[config.mk]
export PLATFORM = sky130hd
export DESIGN_NAME = dbirq_top
export DESIGN_NICKNAME = d
export VERILOG_FILES = /design/src/dbirq_filter.v /design/src/dbirq_top.v
export VERILOG_INCLUDE_DIRS = /design/src /design/src/src
export SDC_FILE = /design/constraint.sdc
export NUM_CORES = 1
export LEC_CHECK = 0
export ABC_AREA = 1
export BUFFER_PORTS_ARGS = -buffer_cell sky130_fd_sc_hd__clkbuf_2
export CAP_MARGIN = 40
export CORE_AREA = 10 10 193 195
export DETAILED_ROUTE_END_ITERATION = 10
export DIE_AREA = 0 0 203 205
export GPL_TIMING_DRIVEN = 1
export PLACE_DENSITY = 0.8
export REMOVE_ABC_BUFFERS = 1
export SLEW_MARGIN = 20
export SYNTH_ARGS = -nofsm -noshare
export SYNTH_HDL_FRONTEND = slang
export SYNTH_HIERARCHICAL = 1
export SYNTH_SLANG_ARGS = --single-unit
[constraint.sdc]
create_clock -name clk_i -period 5.7 [get_ports clk_i]
set_clock_uncertainty 0.2 [all_clocks]
set_input_delay 1.14 -clock clk_i [delete_from_list [all_inputs] [get_ports clk_i]]
set_output_delay 1.14 -clock clk_i [all_outputs]
set_load 0.03 [all_outputs]
[src/dbirq_consts.vh]
// Constants for the debounced input block with edge interrupts.
`ifndef DBIRQ_CONSTS_VH
`define DBIRQ_CONSTS_VH

// Register byte offsets on the APB slave.
`define DBIRQ_OFS_FILTER_CFG  8'h00
`define DBIRQ_OFS_EDGE_SEL    8'h04
`define DBIRQ_OFS_IRQ_EN      8'h08
`define DBIRQ_OFS_IRQ_FLAGS   8'h0c
`define DBIRQ_OFS_IRQ_CTRL    8'h10
`define DBIRQ_OFS_IRQ_CLEAR   8'h14
`define DBIRQ_OFS_PORT_BASE   8'h20
`define DBIRQ_OFS_PORT_LAST   8'h3c

// Field positions inside the filter configuration byte.
`define DBIRQ_CFG_EN_LSB      0
`define DBIRQ_CFG_EN_MSB      3
`define DBIRQ_CFG_FACTOR_LSB  4
`define DBIRQ_CFG_FACTOR_MSB  7

// Reset values.
`define DBIRQ_RST_FILTER_CFG  8'h10
`define DBIRQ_RST_EDGE_SEL    8'h00
`define DBIRQ_RST_IRQ_EN      8'h00
`define DBIRQ_RST_IRQ_CTRL    1'b0

// Debounce tick: time in milliseconds, clock rate in MHz, and cycles.
`define DBIRQ_TICK_MS         10
`define DBIRQ_CLK_MHZ         250
`define DBIRQ_TICK_CYCLES     (`DBIRQ_TICK_MS * `DBIRQ_CLK_MHZ * 1000)

// Geometry.
`define DBIRQ_NUM_PORTS       8
`define DBIRQ_FILT_PORTS      4
`define DBIRQ_PORT_W          8

`endif

[src/dbirq_filter.v]
// Per-port debounce filter, one counter per channel, advanced per tick.
`include "dbirq_consts.vh"

module dbirq_filter #(
    parameter W = `DBIRQ_PORT_W
) (
    // Clock and reset.
    input  wire         clk_i,
    input  wire         rst_i,
    // Control.
    input  wire         enable_i,
    input  wire         tick_i,
    input  wire [3:0]   factor_i,
    // Data.
    input  wire [W-1:0] din_i,
    output reg  [W-1:0] dout_o
);

    reg [3:0] cnt [0:W-1];
    wire [4:0] factor_eff;
    integer i;

    // A zero factor is illegal; it behaves as the shortest period.
    assign factor_eff = (factor_i == 4'h0) ? 5'h01 : {1'b0, factor_i};

    // Each channel counts ticks on which its input differs from the output.
    // Any tick on which they agree restarts the count, so short pulses
    // of either level are dropped as noise.
    always @(posedge clk_i)
    begin
        if (rst_i)
        begin
            dout_o <= {W{1'b0}};
            for (i = 0; i < W; i = i + 1)
                cnt[i] <= 4'h0;
        end
        else
        begin
            for (i = 0; i < W; i = i + 1)
            begin
                if (!enable_i)
                begin
                    dout_o[i] <= din_i[i];
                    cnt[i]    <= 4'h0;
                end
                else if (tick_i)
                begin
                    if (din_i[i] == dout_o[i])
                        cnt[i] <= 4'h0;
                    else if (({1'b0, cnt[i]} + 5'h01) >= factor_eff)
                    begin
                        dout_o[i] <= din_i[i];
                        cnt[i]    <= 4'h0;
                    end
                    else
                        cnt[i] <= cnt[i] + 4'h1;
                end
            end
        end
    end

endmodule

[src/dbirq_top.v]
// Debounced isolated input block with APB registers and edge interrupts.
//
// What this block does
// - The inputs form eight ports; ports 0 to 3 are filtered, each filter switched on alone.
// - Bits 0 to 3 of the filter byte enable the filter of ports 0 to 3.
// - Bits 4 to 7 of the filter byte hold one factor, 1 to 15, for all.
// - A filter's debounce period is the factor times a 10 ms tick.
// - Input data reads return the 8 bits of one port chosen from 0 to 7.
// - An edge select bit of 0 picks the rising edge, 1 the falling edge.
// - A channel enable bit of 1 lets its edge interrupt, 0 suppresses it.
// - Flag bit n reads 1 when port 0 channel n caused an interrupt.
// - After service software clears the flags and all of them drop.
// - A global disable stops every channel interrupt whatever the mask.
// - A filter passes a level only after it held on factor successive ticks.
// - The edge change detector fires on low-high or high-low as chosen.
//
// Only port 0 raises edge interrupts; the other ports are read only.
// Ports 4 to 7 have no filter and show the synchronised level two clocks
// after the pin. A filter adds up to factor ticks of latency, so
// with the largest factor a change waits fifteen ticks to appear.
// The factor is shared: changing it mid-count applies on the next tick.
// Writing a zero factor is tolerated and acts as a factor of one.
`include "dbirq_consts.vh"

module dbirq_top #(
    parameter NUM_PORTS   = `DBIRQ_NUM_PORTS,
    parameter PORT_W      = `DBIRQ_PORT_W,
    parameter TICK_CYCLES = `DBIRQ_TICK_CYCLES,
    parameter TICK_W      = 22
) (
    // Clock and reset.
    input  wire                        clk_i,
    input  wire                        rst_i,
    // Field inputs, asynchronous to the clock.
    input  wire [NUM_PORTS*PORT_W-1:0] input_channel_i,
    // APB slave.
    input  wire                        psel_i,
    input  wire                        penable_i,
    input  wire                        pwrite_i,
    input  wire [7:0]                  paddr_i,
    input  wire [31:0]                 pwdata_i,
    output reg  [31:0]                 prdata_o,
    output reg                         pready_o,
    output reg                         pslverr_o,
    // Interrupt request, level.
    output reg                         irq_o
);

    localparam NCH = NUM_PORTS * PORT_W;

    // Tick period as a counter limit, cut to the counter width on purpose;
    // TICK_W must be wide enough to hold TICK_CYCLES - 1.
    localparam integer      TICK_LAST_INT = TICK_CYCLES - 1;
    localparam [TICK_W-1:0] TICK_LAST     = TICK_LAST_INT[TICK_W-1:0];

    // Software-visible registers.
    reg [7:0]          filter_config_byte;
    reg [PORT_W-1:0]   edge_select_bits;
    reg [PORT_W-1:0]   channel_irq_enable_bits;
    reg [PORT_W-1:0]   channel_irq_flags;
    reg                irq_global_en;

    // Fields of the filter configuration byte.
    wire [3:0]         filt_enable;
    wire [3:0]         filt_factor;

    // Input path.
    reg [NCH-1:0]      sync_meta;
    reg [NCH-1:0]      sync_in;
    wire [NCH-1:0]     filt_in;
    reg [TICK_W-1:0]   presc_cnt;
    reg                tick;

    // Edge change detector state.
    reg [PORT_W-1:0]   port0_prev;
    reg [PORT_W-1:0]   edge_hit;
    reg [PORT_W-1:0]   next_flags;

    // Bus decode.
    wire               apb_access;
    wire               apb_wr;
    wire               apb_rd_cycle;
    reg [31:0]         rd_value;
    reg                rd_err;
    wire               addr_is_port;
    wire [2:0]         port_selector;
    wire               wr_flags;
    wire               wr_clear;
    wire               next_irq;

    // Picks one port's byte out of the full filtered vector.
    function [PORT_W-1:0] port_byte;
        input [NCH-1:0] data;
        input [2:0]     sel;
        integer         k;
        begin
            port_byte = {PORT_W{1'b0}};
            for (k = 0; k < PORT_W; k = k + 1)
                port_byte[k] = data[sel * PORT_W + k];
        end
    endfunction

    // True when a committed write targets the given register offset.
    function wr_hit;
        input       wr;
        input [7:0] addr;
        input [7:0] ofs;
        begin
            wr_hit = wr && (addr == ofs);
        end
    endfunction

    // Two flip-flops on every field input; only the second is read.
    // The first may go metastable, so no logic but the second looks at it.
    always @(posedge clk_i)
    begin
        if (rst_i)
        begin
            sync_meta <= {NCH{1'b0}};
            sync_in   <= {NCH{1'b0}};
        end
        else
        begin
            sync_meta <= input_channel_i;
            sync_in   <= sync_meta;
        end
    end

    // Prescaler for the debounce tick; one-cycle enable pulse per period.
    // The counter free-runs so all ports share one phase of the tick.
    // A port switched on mid-period may see its first tick early.
    always @(posedge clk_i)
    begin
        if (rst_i)
        begin
            presc_cnt <= {TICK_W{1'b0}};
            tick      <= 1'b0;
        end
        else if (presc_cnt == TICK_LAST)
        begin
            presc_cnt <= {TICK_W{1'b0}};
            tick      <= 1'b1;
        end
        else
        begin
            presc_cnt <= presc_cnt + {{(TICK_W-1){1'b0}}, 1'b1};
            tick      <= 1'b0;
        end
    end

    // Field split of the filter byte; the factor is common to all ports.
    assign filt_enable = filter_config_byte[`DBIRQ_CFG_EN_MSB:
                                            `DBIRQ_CFG_EN_LSB];
    assign filt_factor = filter_config_byte[`DBIRQ_CFG_FACTOR_MSB:
                                            `DBIRQ_CFG_FACTOR_LSB];

    // Four filtered ports, each enabled by its own bit, one shared factor.
    genvar p;
    generate
        for (p = 0; p < `DBIRQ_FILT_PORTS; p = p + 1)
        begin : g_filt
            dbirq_filter #(
                .W        (PORT_W)
            ) u_filt (
                .clk_i    (clk_i),
                .rst_i    (rst_i),
                .enable_i (filt_enable[p]),
                .tick_i   (tick),
                .factor_i (filt_factor),
                .din_i    (sync_in[p*PORT_W +: PORT_W]),
                .dout_o   (filt_in[p*PORT_W +: PORT_W])
            );
        end
    endgenerate

    // Ports above the filtered ones carry the synchronised level as is.
    assign filt_in[NCH-1:`DBIRQ_FILT_PORTS*PORT_W] =
        sync_in[NCH-1:`DBIRQ_FILT_PORTS*PORT_W];

    // Remember the previous port 0 level for edge detection.
    // Its reset value is the idle low level, so no false edge follows reset.
    always @(posedge clk_i)
    begin
        if (rst_i)
            port0_prev <= {PORT_W{1'b0}};
        else
            port0_prev <= filt_in[PORT_W-1:0];
    end

    // Edge change detector: rising where the select bit is 0, falling
    // where it is 1, then gated by the channel enable and global enable.
    // A channel masked off never sets its flag, not only its request.
    integer c;
    always @*
    begin
        edge_hit = {PORT_W{1'b0}};
        for (c = 0; c < PORT_W; c = c + 1)
        begin
            if (edge_select_bits[c])
                edge_hit[c] = port0_prev[c] & ~filt_in[c];
            else
                edge_hit[c] = ~port0_prev[c] & filt_in[c];
        end
        edge_hit = edge_hit & channel_irq_enable_bits;
        if (!irq_global_en)
            edge_hit = {PORT_W{1'b0}};
    end

    // APB phases: writes commit and read data is valid on the
    // second access cycle, when pready is high.
    // A write thus lands at the same edge at which the master sees pready.
    assign apb_access   = psel_i & penable_i;
    assign apb_rd_cycle = apb_access & ~pready_o;
    assign apb_wr       = apb_access & pready_o & pwrite_i;

    // Port data window: one word per port, selector from the address.
    assign addr_is_port = (paddr_i >= `DBIRQ_OFS_PORT_BASE) &&
                          (paddr_i <= `DBIRQ_OFS_PORT_LAST) &&
                          (paddr_i[1:0] == 2'b00);
    assign port_selector = paddr_i[4:2];

    // Write strobes of the two registers that clear flags.
    assign wr_flags = wr_hit(apb_wr, paddr_i, `DBIRQ_OFS_IRQ_FLAGS);
    assign wr_clear = wr_hit(apb_wr, paddr_i, `DBIRQ_OFS_IRQ_CLEAR);

    // Flag update: a new edge sets its flag even in the cycle that a
    // clear lands, so no event is lost to a racing clear.
    always @*
    begin
        next_flags = channel_irq_flags;
        if (wr_flags)
            next_flags = next_flags & ~pwdata_i[PORT_W-1:0];
        if (wr_clear)
            next_flags = {PORT_W{1'b0}};
        next_flags = next_flags | edge_hit;
    end

    // Request level from the next flags, so it rises with the flag itself.
    assign next_irq = irq_global_en &
                      (|(next_flags & channel_irq_enable_bits));

    // Read decode; unmapped offsets answer zero with an error.
    // Reads have no side effect; flags clear only on a write.
    always @*
    begin
        rd_value = 32'h0000_0000;
        rd_err   = 1'b0;
        if (addr_is_port)
            rd_value[PORT_W-1:0] = port_byte(filt_in, port_selector);
        else
        begin
            case (paddr_i)
                `DBIRQ_OFS_FILTER_CFG:
                    rd_value[7:0] = filter_config_byte;
                `DBIRQ_OFS_EDGE_SEL:
                    rd_value[PORT_W-1:0] = edge_select_bits;
                `DBIRQ_OFS_IRQ_EN:
                    rd_value[PORT_W-1:0] = channel_irq_enable_bits;
                `DBIRQ_OFS_IRQ_FLAGS:
                    rd_value[PORT_W-1:0] = channel_irq_flags;
                `DBIRQ_OFS_IRQ_CTRL:
                    rd_value[0] = irq_global_en;
                `DBIRQ_OFS_IRQ_CLEAR:
                    rd_value = 32'h0000_0000;
                default:
                    rd_err = 1'b1;
            endcase
        end
    end

    // Bus answer: one wait state, then pready with registered data.
    // The wait state buys a flop-driven prdata at a small latency cost.
    // The error flag comes with pready for reads and writes alike.
    always @(posedge clk_i)
    begin
        if (rst_i)
        begin
            pready_o  <= 1'b0;
            prdata_o  <= 32'h0000_0000;
            pslverr_o <= 1'b0;
        end
        else if (apb_rd_cycle)
        begin
            pready_o  <= 1'b1;
            pslverr_o <= rd_err;
            if (!pwrite_i)
                prdata_o <= rd_value;
            else
                prdata_o <= 32'h0000_0000;
        end
        else
        begin
            pready_o  <= 1'b0;
            pslverr_o <= 1'b0;
            prdata_o  <= 32'h0000_0000;
        end
    end

    // Control registers written by software.
    // Writes to the flag, clear and port offsets leave these untouched.
    always @(posedge clk_i)
    begin
        if (rst_i)
        begin
            filter_config_byte      <= `DBIRQ_RST_FILTER_CFG;
            edge_select_bits        <= `DBIRQ_RST_EDGE_SEL;
            channel_irq_enable_bits <= `DBIRQ_RST_IRQ_EN;
            irq_global_en           <= `DBIRQ_RST_IRQ_CTRL;
        end
        else if (apb_wr)
        begin
            case (paddr_i)
                `DBIRQ_OFS_FILTER_CFG:
                    filter_config_byte <= pwdata_i[7:0];
                `DBIRQ_OFS_EDGE_SEL:
                    edge_select_bits <= pwdata_i[PORT_W-1:0];
                `DBIRQ_OFS_IRQ_EN:
                    channel_irq_enable_bits <= pwdata_i[PORT_W-1:0];
                `DBIRQ_OFS_IRQ_CTRL:
                    irq_global_en <= pwdata_i[0];
                default:
                    irq_global_en <= irq_global_en;
            endcase
        end
    end

    // Sticky flags and the level interrupt output.
    // Disabling globally also drops the request line one clock after the write lands.
    always @(posedge clk_i)
    begin
        if (rst_i)
        begin
            channel_irq_flags <= {PORT_W{1'b0}};
            irq_o             <= 1'b0;
        end
        else
        begin
            channel_irq_flags <= next_flags;
            irq_o             <= next_irq;
        end
    end

endmodule

======== Word level (Yosys, flattened, before mapping) ========
Memory sizes are Yosys's and may differ from the RTL's.
Cells that the tools add are included.
W data, S select, Z words.
word-level totals
  register bits after elaboration ......... 259
  RAM bits ................................ 128
  input port bits ......................... 109
  memories kept ........................... 4
memory list
  memory                depth  width  rd ports  clocked after Yosys merged registers in  wr ports  line               text
  g_filt[0].u_filt.cnt  8      4      8         0                                        8         dbirq_filter.v:19  reg [3:0] cnt [0:W-1];
  g_filt[1].u_filt.cnt  8      4      8         0                                        8         dbirq_filter.v:19
  g_filt[2].u_filt.cnt  8      4      8         0                                        8         dbirq_filter.v:19
  g_filt[3].u_filt.cnt  8      4      8         0                                        8         dbirq_filter.v:19
cells by class
  add/subtract/negate cells ............... 72
  $lt $le $gt $ge ......................... 42
  equal/unequal tests ..................... 106
  multiplexer cells ....................... 848
  bitwise logic cells ..................... 172
  reductions and logical operators ........ 49
operator list
  cell                     count
  $mux W1                  705
  $mux W4                  129
  $add A4 B1 Y5 const B    32
  $add A4 B1 Y4 const B    32
  $or A1 B1 Y1             128
  $reduce_and A3 Y1        32
  $ge A5 B4 Y1             16
  $ge A5 B5 Y1             16
  $ne A2 B1 Y1 const B     36
  $ne A2 B2 Y1 const B     32
  $lt A7 B7 Y1 const B     7
  $bmux W1 S6              7
  $eq A1 B1 Y1             32
  $mux W8                  4
  $add A6 B3 Y7 const B    4
  $pmux W7 S4              1
  $and A8 B8 Y8            3
  $add A22 B1 Y22 const B  1
  $eq A22 B22 Y1 const B   1
  $and A1 B1 Y1            21
  $not A1 Y1               18
  $eq A8 B4 Y1 const B     2
  $eq A8 B5 Y1 const B     2
  $add A6 B2 Y7 const B    2
  18 further kinds         26

======== Longest topological paths before layout ========
Gate-level depths: netlist of run 1.
  depth after elaboration ................. 11
  depth in mapped cells ................... 15
  gate-level depth less buffers ........... 15

======== Hierarchy ========
Netlist of run 1, hierarchy kept.
modules (own cells, without submodules)
  module                                instances  cells an instance  area an instance (sq um)  sequential area each (sq um)
  dbirq_filter at g_filt[0].u_filt ...  3          379                3029.2                    1121.1
  dbirq_top                             1          981                7564.8                    4063.9
  dbirq_filter at g_filt[2].u_filt      1          385                3066.7                    1121.1

======== Worst setup path after synthesis of run 1 ========
OpenSTA, ideal clock, no wires.
  path type ............................... input-to-reg
  from .................................... input port paddr_i[7]
  to ...................................... register channel_irq_enable_bits[5]
  arrival time ............................ 2.145 ns
  required time ........................... 5.381 ns
  path slack .............................. 3.235 ns
  stages on the path ...................... 9
  buffers on the path ..................... 1
  cells stage by stage .................... nor2_2 -> nand2_1 -> nor2_1 -> nand2_1 -> nor2_2 -> inv_1 -> buf_6 -> o21ai_0 -> a21oi_1
on the way
  longest elaborated chain between the ends .. 2
RTL lines
  element                      line             text
  start, declared              dbirq_top.v:40   input wire [7:0] paddr_i,
  $eq A8 B4 Y1                 dbirq_top.v:312  case (paddr_i)
  $reduce_and A2 Y1 (no line)  -
  end signal, assigned         dbirq_top.v:307  channel_irq_enable_bits <= `DBIRQ_RST_IRQ_EN;
  end signal, assigned         dbirq_top.v:318  channel_irq_enable_bits <= pwdata_i[PORT_W-1:0];
  end, declared                dbirq_top.v:59   reg [PORT_W-1:0] channel_irq_enable_bits;
No other way between the ends.
A chain may end at the register's enable or synchronous reset.

==> flow_metrics.env, run 1 <==
export IMPL_grt_pass1_wl_um=73000
export IMPL_drive_gt1_frac=0.116
export IMPL_fill_cells=2727
export IMPL_cp_data_required_time_ns=5.73
export IMPL_dp_hpwl_um=31800
export IMPL_maxCapViolCount=0
export IMPL_postCtsSetupRepairBufs=0
export IMPL_worst_hold_path_num_cells=2
export IMPL_syn_area_per_cell_um2=7.88
export IMPL_drcViolationCount=0
export IMPL_syn_inst=2503
export IMPL_worstHoldPathType="reg2reg"
export IMPL_antenna_found_initial=1
export IMPL_start_util=0.593
export IMPL_die_area_um2=41600
export IMPL_slew_limit_headroom=0.454
export IMPL_fp_dieH_um=205
export IMPL_final_util=0.655
export IMPL_critPathArrivalTime_ns=2.99
export IMPL_yosysTopAreaCell="dfxtp_1"
export IMPL_path_clk_slew_ns=0.06
export IMPL_start_kind="primary input"
export IMPL_cp_max_fo=76
export IMPL_diodes=0
export IMPL_rsz0062_at_grt="no"
export IMPL_swShare=0.219
export IMPL_hold_viol=0
export IMPL_reg2reg_depth=10
export IMPL_wl_per_cell_um=14.4
export IMPL_antenna_left=0
export IMPL_dp_cells=3006
export IMPL_viasPerCell=5.16
export IMPL_ys_warnings_count=6
export IMPL_placeableCoreArea_um2=33300
export IMPL_total_leakage_power_uw=0.00995
export IMPL_min_to="sync_in[50]"
export IMPL_async_flop_share=0
export IMPL_critPathSlowestCell="buf_4"
export IMPL_yosysSeqAreaShare=0.434
export IMPL_syn_area_um2=19700
export IMPL_grt_start_max_net_pins=77
export IMPL_drt_pass1_iterations=5
export IMPL_cts_hold_buffers=0
export IMPL_worstHoldStart="sync_meta[50]"
export IMPL_ys_flop_type="dfxtp_1"
export IMPL_synth_edf_count=128
export IMPL_cp_buffers_inverters=4
export IMPL_ios=144
export IMPL_place_ws_ns=2.20
export IMPL_fin_crit_ns=2.96
export IMPL_clock_sinks=363
export IMPL_crit_path_start="rst_i"
export IMPL_cts_tree="yes"
export IMPL_htreeDepth=2
export IMPL_synth_area_top_cells="dfxtp_1, edfxtp_1, ha_1, nand2_1, inv_1"
export IMPL_cts_buffer_depth=3
export IMPL_seq_power_share=0.491
export IMPL_fp_dieW_um=203
export IMPL_setup_tns_ns=0
export IMPL_worstReg2RegEnd="g_filt[0].u_filt/cnt[0][12]"
export IMPL_place_congestion=0.935
export IMPL_crit_chain="buf_6, buf_4, clkinv_2, nand2_4, inv_2, nand2_1"
export IMPL_synth_seq_cells=363
export IMPL_layout_setup_ws_ns=2.74
export IMPL_worst_pin_slew_ns=0.818
export IMPL_setup_violations=0
export IMPL_fin_crit_sh=0.520
export IMPL_p_sw_uw=1220
export IMPL_rr_startpoint="filter_config_byte[7]"
export IMPL_power_frac_comb=0.035
export IMPL_synth_top_cell_area_share=0.239
export IMPL_end_kind="register"
export IMPL_grt_usage=0.211
export IMPL_root_buffer="clkbuf_16"
export IMPL_cts_resized=0
export IMPL_worst_path_largest_cell_delay_ns=0.53
export IMPL_r2r_slack_ns=2.91
export IMPL_p_clk_frac=0.473
export IMPL_hold_worst_slack_ns=0.198
export IMPL_final_nets=2870
export IMPL_ir_drop_uv=260
export IMPL_core_rowCount=67
export IMPL_stdcell_count=3080
export IMPL_grt_overflow_total=0
export IMPL_drv_slew=0
export IMPL_outcome="finished, final reports clean"
export IMPL_drt_initial_drc_count=996
export IMPL_clk_latency_ns=0.54
export IMPL_powerDensity_nw_per_um2=256
export IMPL_port_buffers=95
export IMPL_vias=15900
export IMPL_critPathKind="in2reg"
export IMPL_grt_pass1_vias=15800
export IMPL_cts_buffers=40
export IMPL_ys_types=47
export IMPL_clock_fmax_mhz=338
export IMPL_internal_power_uw=4360
export IMPL_path_delay_family="buffers and inverters"
export IMPL_routed_wl_um=44400
export IMPL_area_delta_synth_final_pct=10.5
[Yosys cell counts, types with 7 or more instances]
cell type    n
nand2_1    510
inv_1      439
nor2_1     421
dfxtp_1    235
ha_1       161
nand3_1    139
edfxtp_1   128
a21oi_1     73
xnor2_1     63
o21ai_0     45
nor3_2      39
buf_4       33
inv_2       22
xor2_1      18
nand4_1     16
nand3_2     15
a21oi_2     12
buf_2       12
clkbuf_1    12
nor2_2      10
nor3_1       8
a211oi_1     7
o21a_1       7
[metal layers]
layer  GRT usage  part of all wire  up-vias
li1            -                 -     7988
met1       0.253              0.42     7328
met2       0.362              0.47      473
met3      0.0390             0.067      116
met4      0.0925             0.037        2
met5           0           0.00038        -
[how the worst max path moves through the flow]
stage | depth (start not counted) | endpoint | slack, ns
finish | 6 | g_filt[1].u_filt/cnt[0][11] | 2.74
global route | 6 | g_filt[1].u_filt/cnt[0][1] | 2.60
CTS | 6 | g_filt[1].u_filt/cnt[0][10] | 2.76
detailed placement | 6 | g_filt[1].u_filt/cnt[0][8] | 2.20
global placement | 6 | g_filt[1].u_filt/cnt[0][2] | 2.21
floorplan | 8 | filter_config_byte[4] | 2.98
[power by group through the flow]
stage                     Sequential [uW]  Clock, uW  Combinational, uW
after floorplan                      2790          0                113
after CTS                            2740       2680                196
after detailed placement             2800          0                194
after global placement               2790          0                190
after global routing                 2740       2780                222
final                                2740       2640                197
[cell families (layout without fill, tap and decap cells)]
kind of cell             Yosys count  after routing  synth area share
flip-flops                       363            363             0.434
buffers and inverters            536            642             0.112
AND/OR/NAND/NOR                 1192           1192             0.265
XOR/XNOR                          81             81            0.0360
adder cells (fa/ha/maj)          161            161             0.102
other                              1             24          0.000190
AO/OA/AOI/OAI                    169            169            0.0504
[cell type report]
type | instances | area (um^2) | area share
Timing Repair Buffer | 102 | 534 | 0.0245
Multi-Input combinational cell | 1627 | 9040 | 0.415
Tap cell | 448 | 561 | 0.0257
Inverter | 466 | 1760 | 0.0806
Clock buffer | 52 | 1120 | 0.0514
Clock inverter | 22 | 235 | 0.0108
Sequential cell | 363 | 8550 | 0.392
[through the flow]
stage / area, um^2 / power (uW)
floorplan: 19300 / 2900
global placement: 20400 / 2980
detailed placement: 20400 / 2990
CTS: 21800 / 5620
global route: 21800 / 5750
finish: 21800 / 5580
[worst register-to-register path: stages (launching register included)]
cell     delay, ns
dfxtp_1       0.57
inv_1         0.36
a31o_2        0.45
ha_1          0.31
inv_1         0.06
nand2_1       0.04
nand2_1       0.06
nand3_1       0.14
nor3_2        0.13
nand3_1       0.16
nor2_1        0.16
[placed cells by master (no fill, tap or decap), drive strengths merged, types with 20 or more instances in the layout]
master and n:
a21oi 85, clkbuf 146, conb 24, dfxtp 235, edfxtp 128, ha 161
inv 466, nand2 520, nand3 154, nand4 20, nor2 436, nor3 48
o21ai 46, xnor2 63
[state kept, by name (all words and copies together), names as in the netlist]
| signal | count |
|---|---|
| g_filt.u_filt/dout_o | 32 |
| irq_global_en | 1 |
| presc_cnt | 22 |
| g_filt.u_filt/cnt | 128 |
| channel_irq_enable_bits | 8 |
| edge_select_bits | 8 |
| filter_config_byte | 8 |
| tick | 1 |
| sync_meta | 64 |
| pslverr_o | 1 |
| pready_o | 1 |
| channel_irq_flags | 8 |
| sync_in | 64 |
| prdata_o | 8 |
| port0_prev | 8 |
| irq_o | 1 |
Power figures use the tool's default switching activity.
==> run 2: changes to the inputs <==
Settings changed: ABC_AREA 1 to 0, CORE_AREA 10 10 193 195 to 10 10 187 189, DIE_AREA 0 0 203 205 to 0 0 197 199.
Clock period 5.7 ns to 3 ns, I/O delays scaled along.
==> flow_metrics.env, run 2 <==
export IMPL_cts_buffer_depth=3
export IMPL_ios=144
export IMPL_cp_max_fo=9
export IMPL_synth_area_top_cells="dfxtp_1, edfxtp_1, ha_1, nor2b_1, xor2_1"
export IMPL_syn_area_um2=18500
export IMPL_stdcell_count=2320
export IMPL_die_area_um2=39200
export IMPL_synth_commonest_cells="dfxtp_1, nor2b_1, ha_1"
export IMPL_fin_crit_ns=2.59
export IMPL_rsz0062_at_grt="no"
export IMPL_total_leakage_power_uw=0.00872
export IMPL_ys_flop_type="dfxtp_1"
export IMPL_area_delta_synth_final_pct=12.4
export IMPL_dp_cells=2248
export IMPL_fin_crit_sh=0.865
export IMPL_setup_tns_ns=0
export IMPL_port_buffers=95
export IMPL_async_flop_share=0
export IMPL_synth_most_common_cell="dfxtp_1"
export IMPL_synth_compound_area_frac=0.0798
export IMPL_synth_edf_count=128
export IMPL_grt_start_max_net_pins=62
export IMPL_cts_resized=0
export IMPL_cts_buffers=39
export IMPL_final_nets=2157
export IMPL_cts_tree="yes"
export IMPL_hold_viol=0
export IMPL_largest_register="g_filt.u_filt/cnt"
export IMPL_drv_slew=0
export IMPL_grt_pass1_wl_um=67800
export IMPL_synthAdderAreaFrac=0.109
export IMPL_root_buffer="clkbuf_16"
export IMPL_grt_overflow_total=0
export IMPL_drt_initial_drc_count=1192
export IMPL_diodes=0
export IMPL_worstHoldPathType="in2reg"
export IMPL_viasPerCell=5.70
export IMPL_powerDensity_nw_per_um2=503
export IMPL_worst_path_largest_cell_delay_ns=0.49
export IMPL_crit_chain="inv_1, a31o_2, ha_1, o21ai_0, a21oi_1, nand4b_1, nor2b_1"
export IMPL_cts_hold_buffers=0
export IMPL_htreeDepth=2
export IMPL_critPathSlowestCell="dfxtp_1"
export IMPL_layout_common_cells="dfxtp_1, nor2b_1, ha_1"
export IMPL_end_kind="register"
export IMPL_routed_wl_um=42000
export IMPL_slew_limit_headroom=0.529
export IMPL_yosys_area_share_xor_xnor=0.0550
export IMPL_yosys_area_share_simple=0.205
export IMPL_start_util=0.591
export IMPL_cp_data_required_time_ns=3.18
export IMPL_synth_top_cell_area_share=0.255
export IMPL_antenna_found_initial=1
export IMPL_path_delay_family="compound AO/OA/AOI/OAI gates"
export IMPL_postCtsSetupRepairBufs=0
export IMPL_drt_pass1_iterations=5
export IMPL_core_rowCount=65
export IMPL_ys_types=63
export IMPL_yosysTopAreaCell="dfxtp_1"
export IMPL_placeableCoreArea_um2=31200
export IMPL_worst_pin_slew_ns=0.705
export IMPL_ir_drop_uv=586
export IMPL_grt_usage=0.213
export IMPL_reg_top3="g_filt.u_filt/cnt (128), sync_in (64), sync_meta (64)"
export IMPL_setup_violations=0
export IMPL_dp_hpwl_um=30300
export IMPL_fp_dieW_um=197
export IMPL_synth_top_family_by_area="simple AND/OR/NAND/NOR gates"
export IMPL_drive_gt1_frac=0.149
export IMPL_largest_reg_flops=128
export IMPL_start_kind="register"
export IMPL_grt_pass1_vias=13700
export IMPL_place_congestion=0.901
export IMPL_syn_area_per_cell_um2=10.4
export IMPL_fp_dieH_um=199
export IMPL_outcome="finished, final reports clean"
export IMPL_clock_sinks=363
export IMPL_vias=13200
export IMPL_drcViolationCount=0
export IMPL_maxCapViolCount=0
export IMPL_synthMuxAreaShare=0.0484
export IMPL_critPathArrivalTime_ns=2.77
export IMPL_synth_seq_cells=363
export IMPL_wl_per_cell_um=18.1
export IMPL_path_clk_slew_ns=0.06
export IMPL_cp_buffers_inverters=1
export IMPL_final_common_cell="dfxtp_1"
export IMPL_r2r_slack_ns=0.41
export IMPL_antenna_left=0
export IMPL_clk_latency_ns=0.54
export IMPL_clock_fmax_mhz=386
export IMPL_critPathKind="reg2reg"
export IMPL_yosysSeqAreaShare=0.463
export IMPL_ys_warnings_count=6
export IMPL_syn_inst=1768
## run 2: changes by cell type after synthesis, moves of 46 or more
cell      before  now
nand3_1      139   52
a31oi_1        2   48
mux2i_1        0   51
nand2b_1       0   65
nor2_1       421  138
nand2_1      510   67
nor2b_1        0  194
inv_1        439   79
xor2_1        18   72
## run 2: per-layer routing
layer | vias up | global-route usage | wire [um]
met5 | - | 0 | 13
met4 | 2 | 0.0766 | 1320
met3 | 99 | 0.0409 | 2630
met2 | 417 | 0.363 | 20000
met1 | 6298 | 0.263 | 18000
li1 | 6401 | - | -
## run 2: kinds of logic (layout without fill, tap and decap cells)
logic type | after synthesis | count (layout)
AOI/OAI and AO/OA | 243 | 243
xor gates and xnor gates | 116 | 116
other | 1 | 24
and+or+nand+nor | 654 | 654
adders and majority gates | 161 | 161
DFF | 363 | 363
muxes | 68 | 68
buffers and inverters | 162 | 289
## run 2: report_power, final
part	internal, uW	switching (uW)	total (uW)
logic	169	220	389
registers	5160	52.7	5210
clock network	2870	1970	4840
total	8190	2240	10400
## run 2: per-stage QoR
stage          hold slack, ns  setup WS (ns)  cell area, um^2  utilization  total power (uW)
2_1_floorplan           0.214          0.328            18100            -              5490
3_3_place_gp            0.219          0.258            19400        0.622              5690
3_5_place_dp            0.220          0.283            19400        0.622              5700
4_1_cts                0.0451          0.482            20800        0.664             10500
5_1_grt                0.0463          0.275            20800        0.664             10700
6_report               0.0648          0.406            20800        0.664             10400
## run 2: final timing paths
| check | startpoint | end | cells after the start |
|---|---|---|---|
| hold reg to reg | sync_meta[50] | sync_in[50] | 1 |
| setup reg to reg | filter_config_byte[5] | g_filt[2].u_filt/cnt[1][11] | 7 |
| setup / recovery | filter_config_byte[5] | g_filt[2].u_filt/cnt[1][11] | 7 |
| hold / removal | input_channel_i[63] | sync_meta[63] | 2 |
## run 2: cell type report
type,count,area (um^2)
multi-input combinational,1266,9270
clock inverter,14,125
fill,2405,10500
timing repair buffer,135,810
clock buffer,58,1190
inverter,82,308
sequential,363,8550
tap,402,503
## run 2: worst register-to-register path, cell delays in order, from the launching register on
cell and delay [ns]:
dfxtp_1 0.49, inv_1 0.29, a31o_2 0.39, ha_1 0.30, o21ai_0 0.18, a21oi_1 0.10
nand4b_1 0.29, nor2b_1 0.20
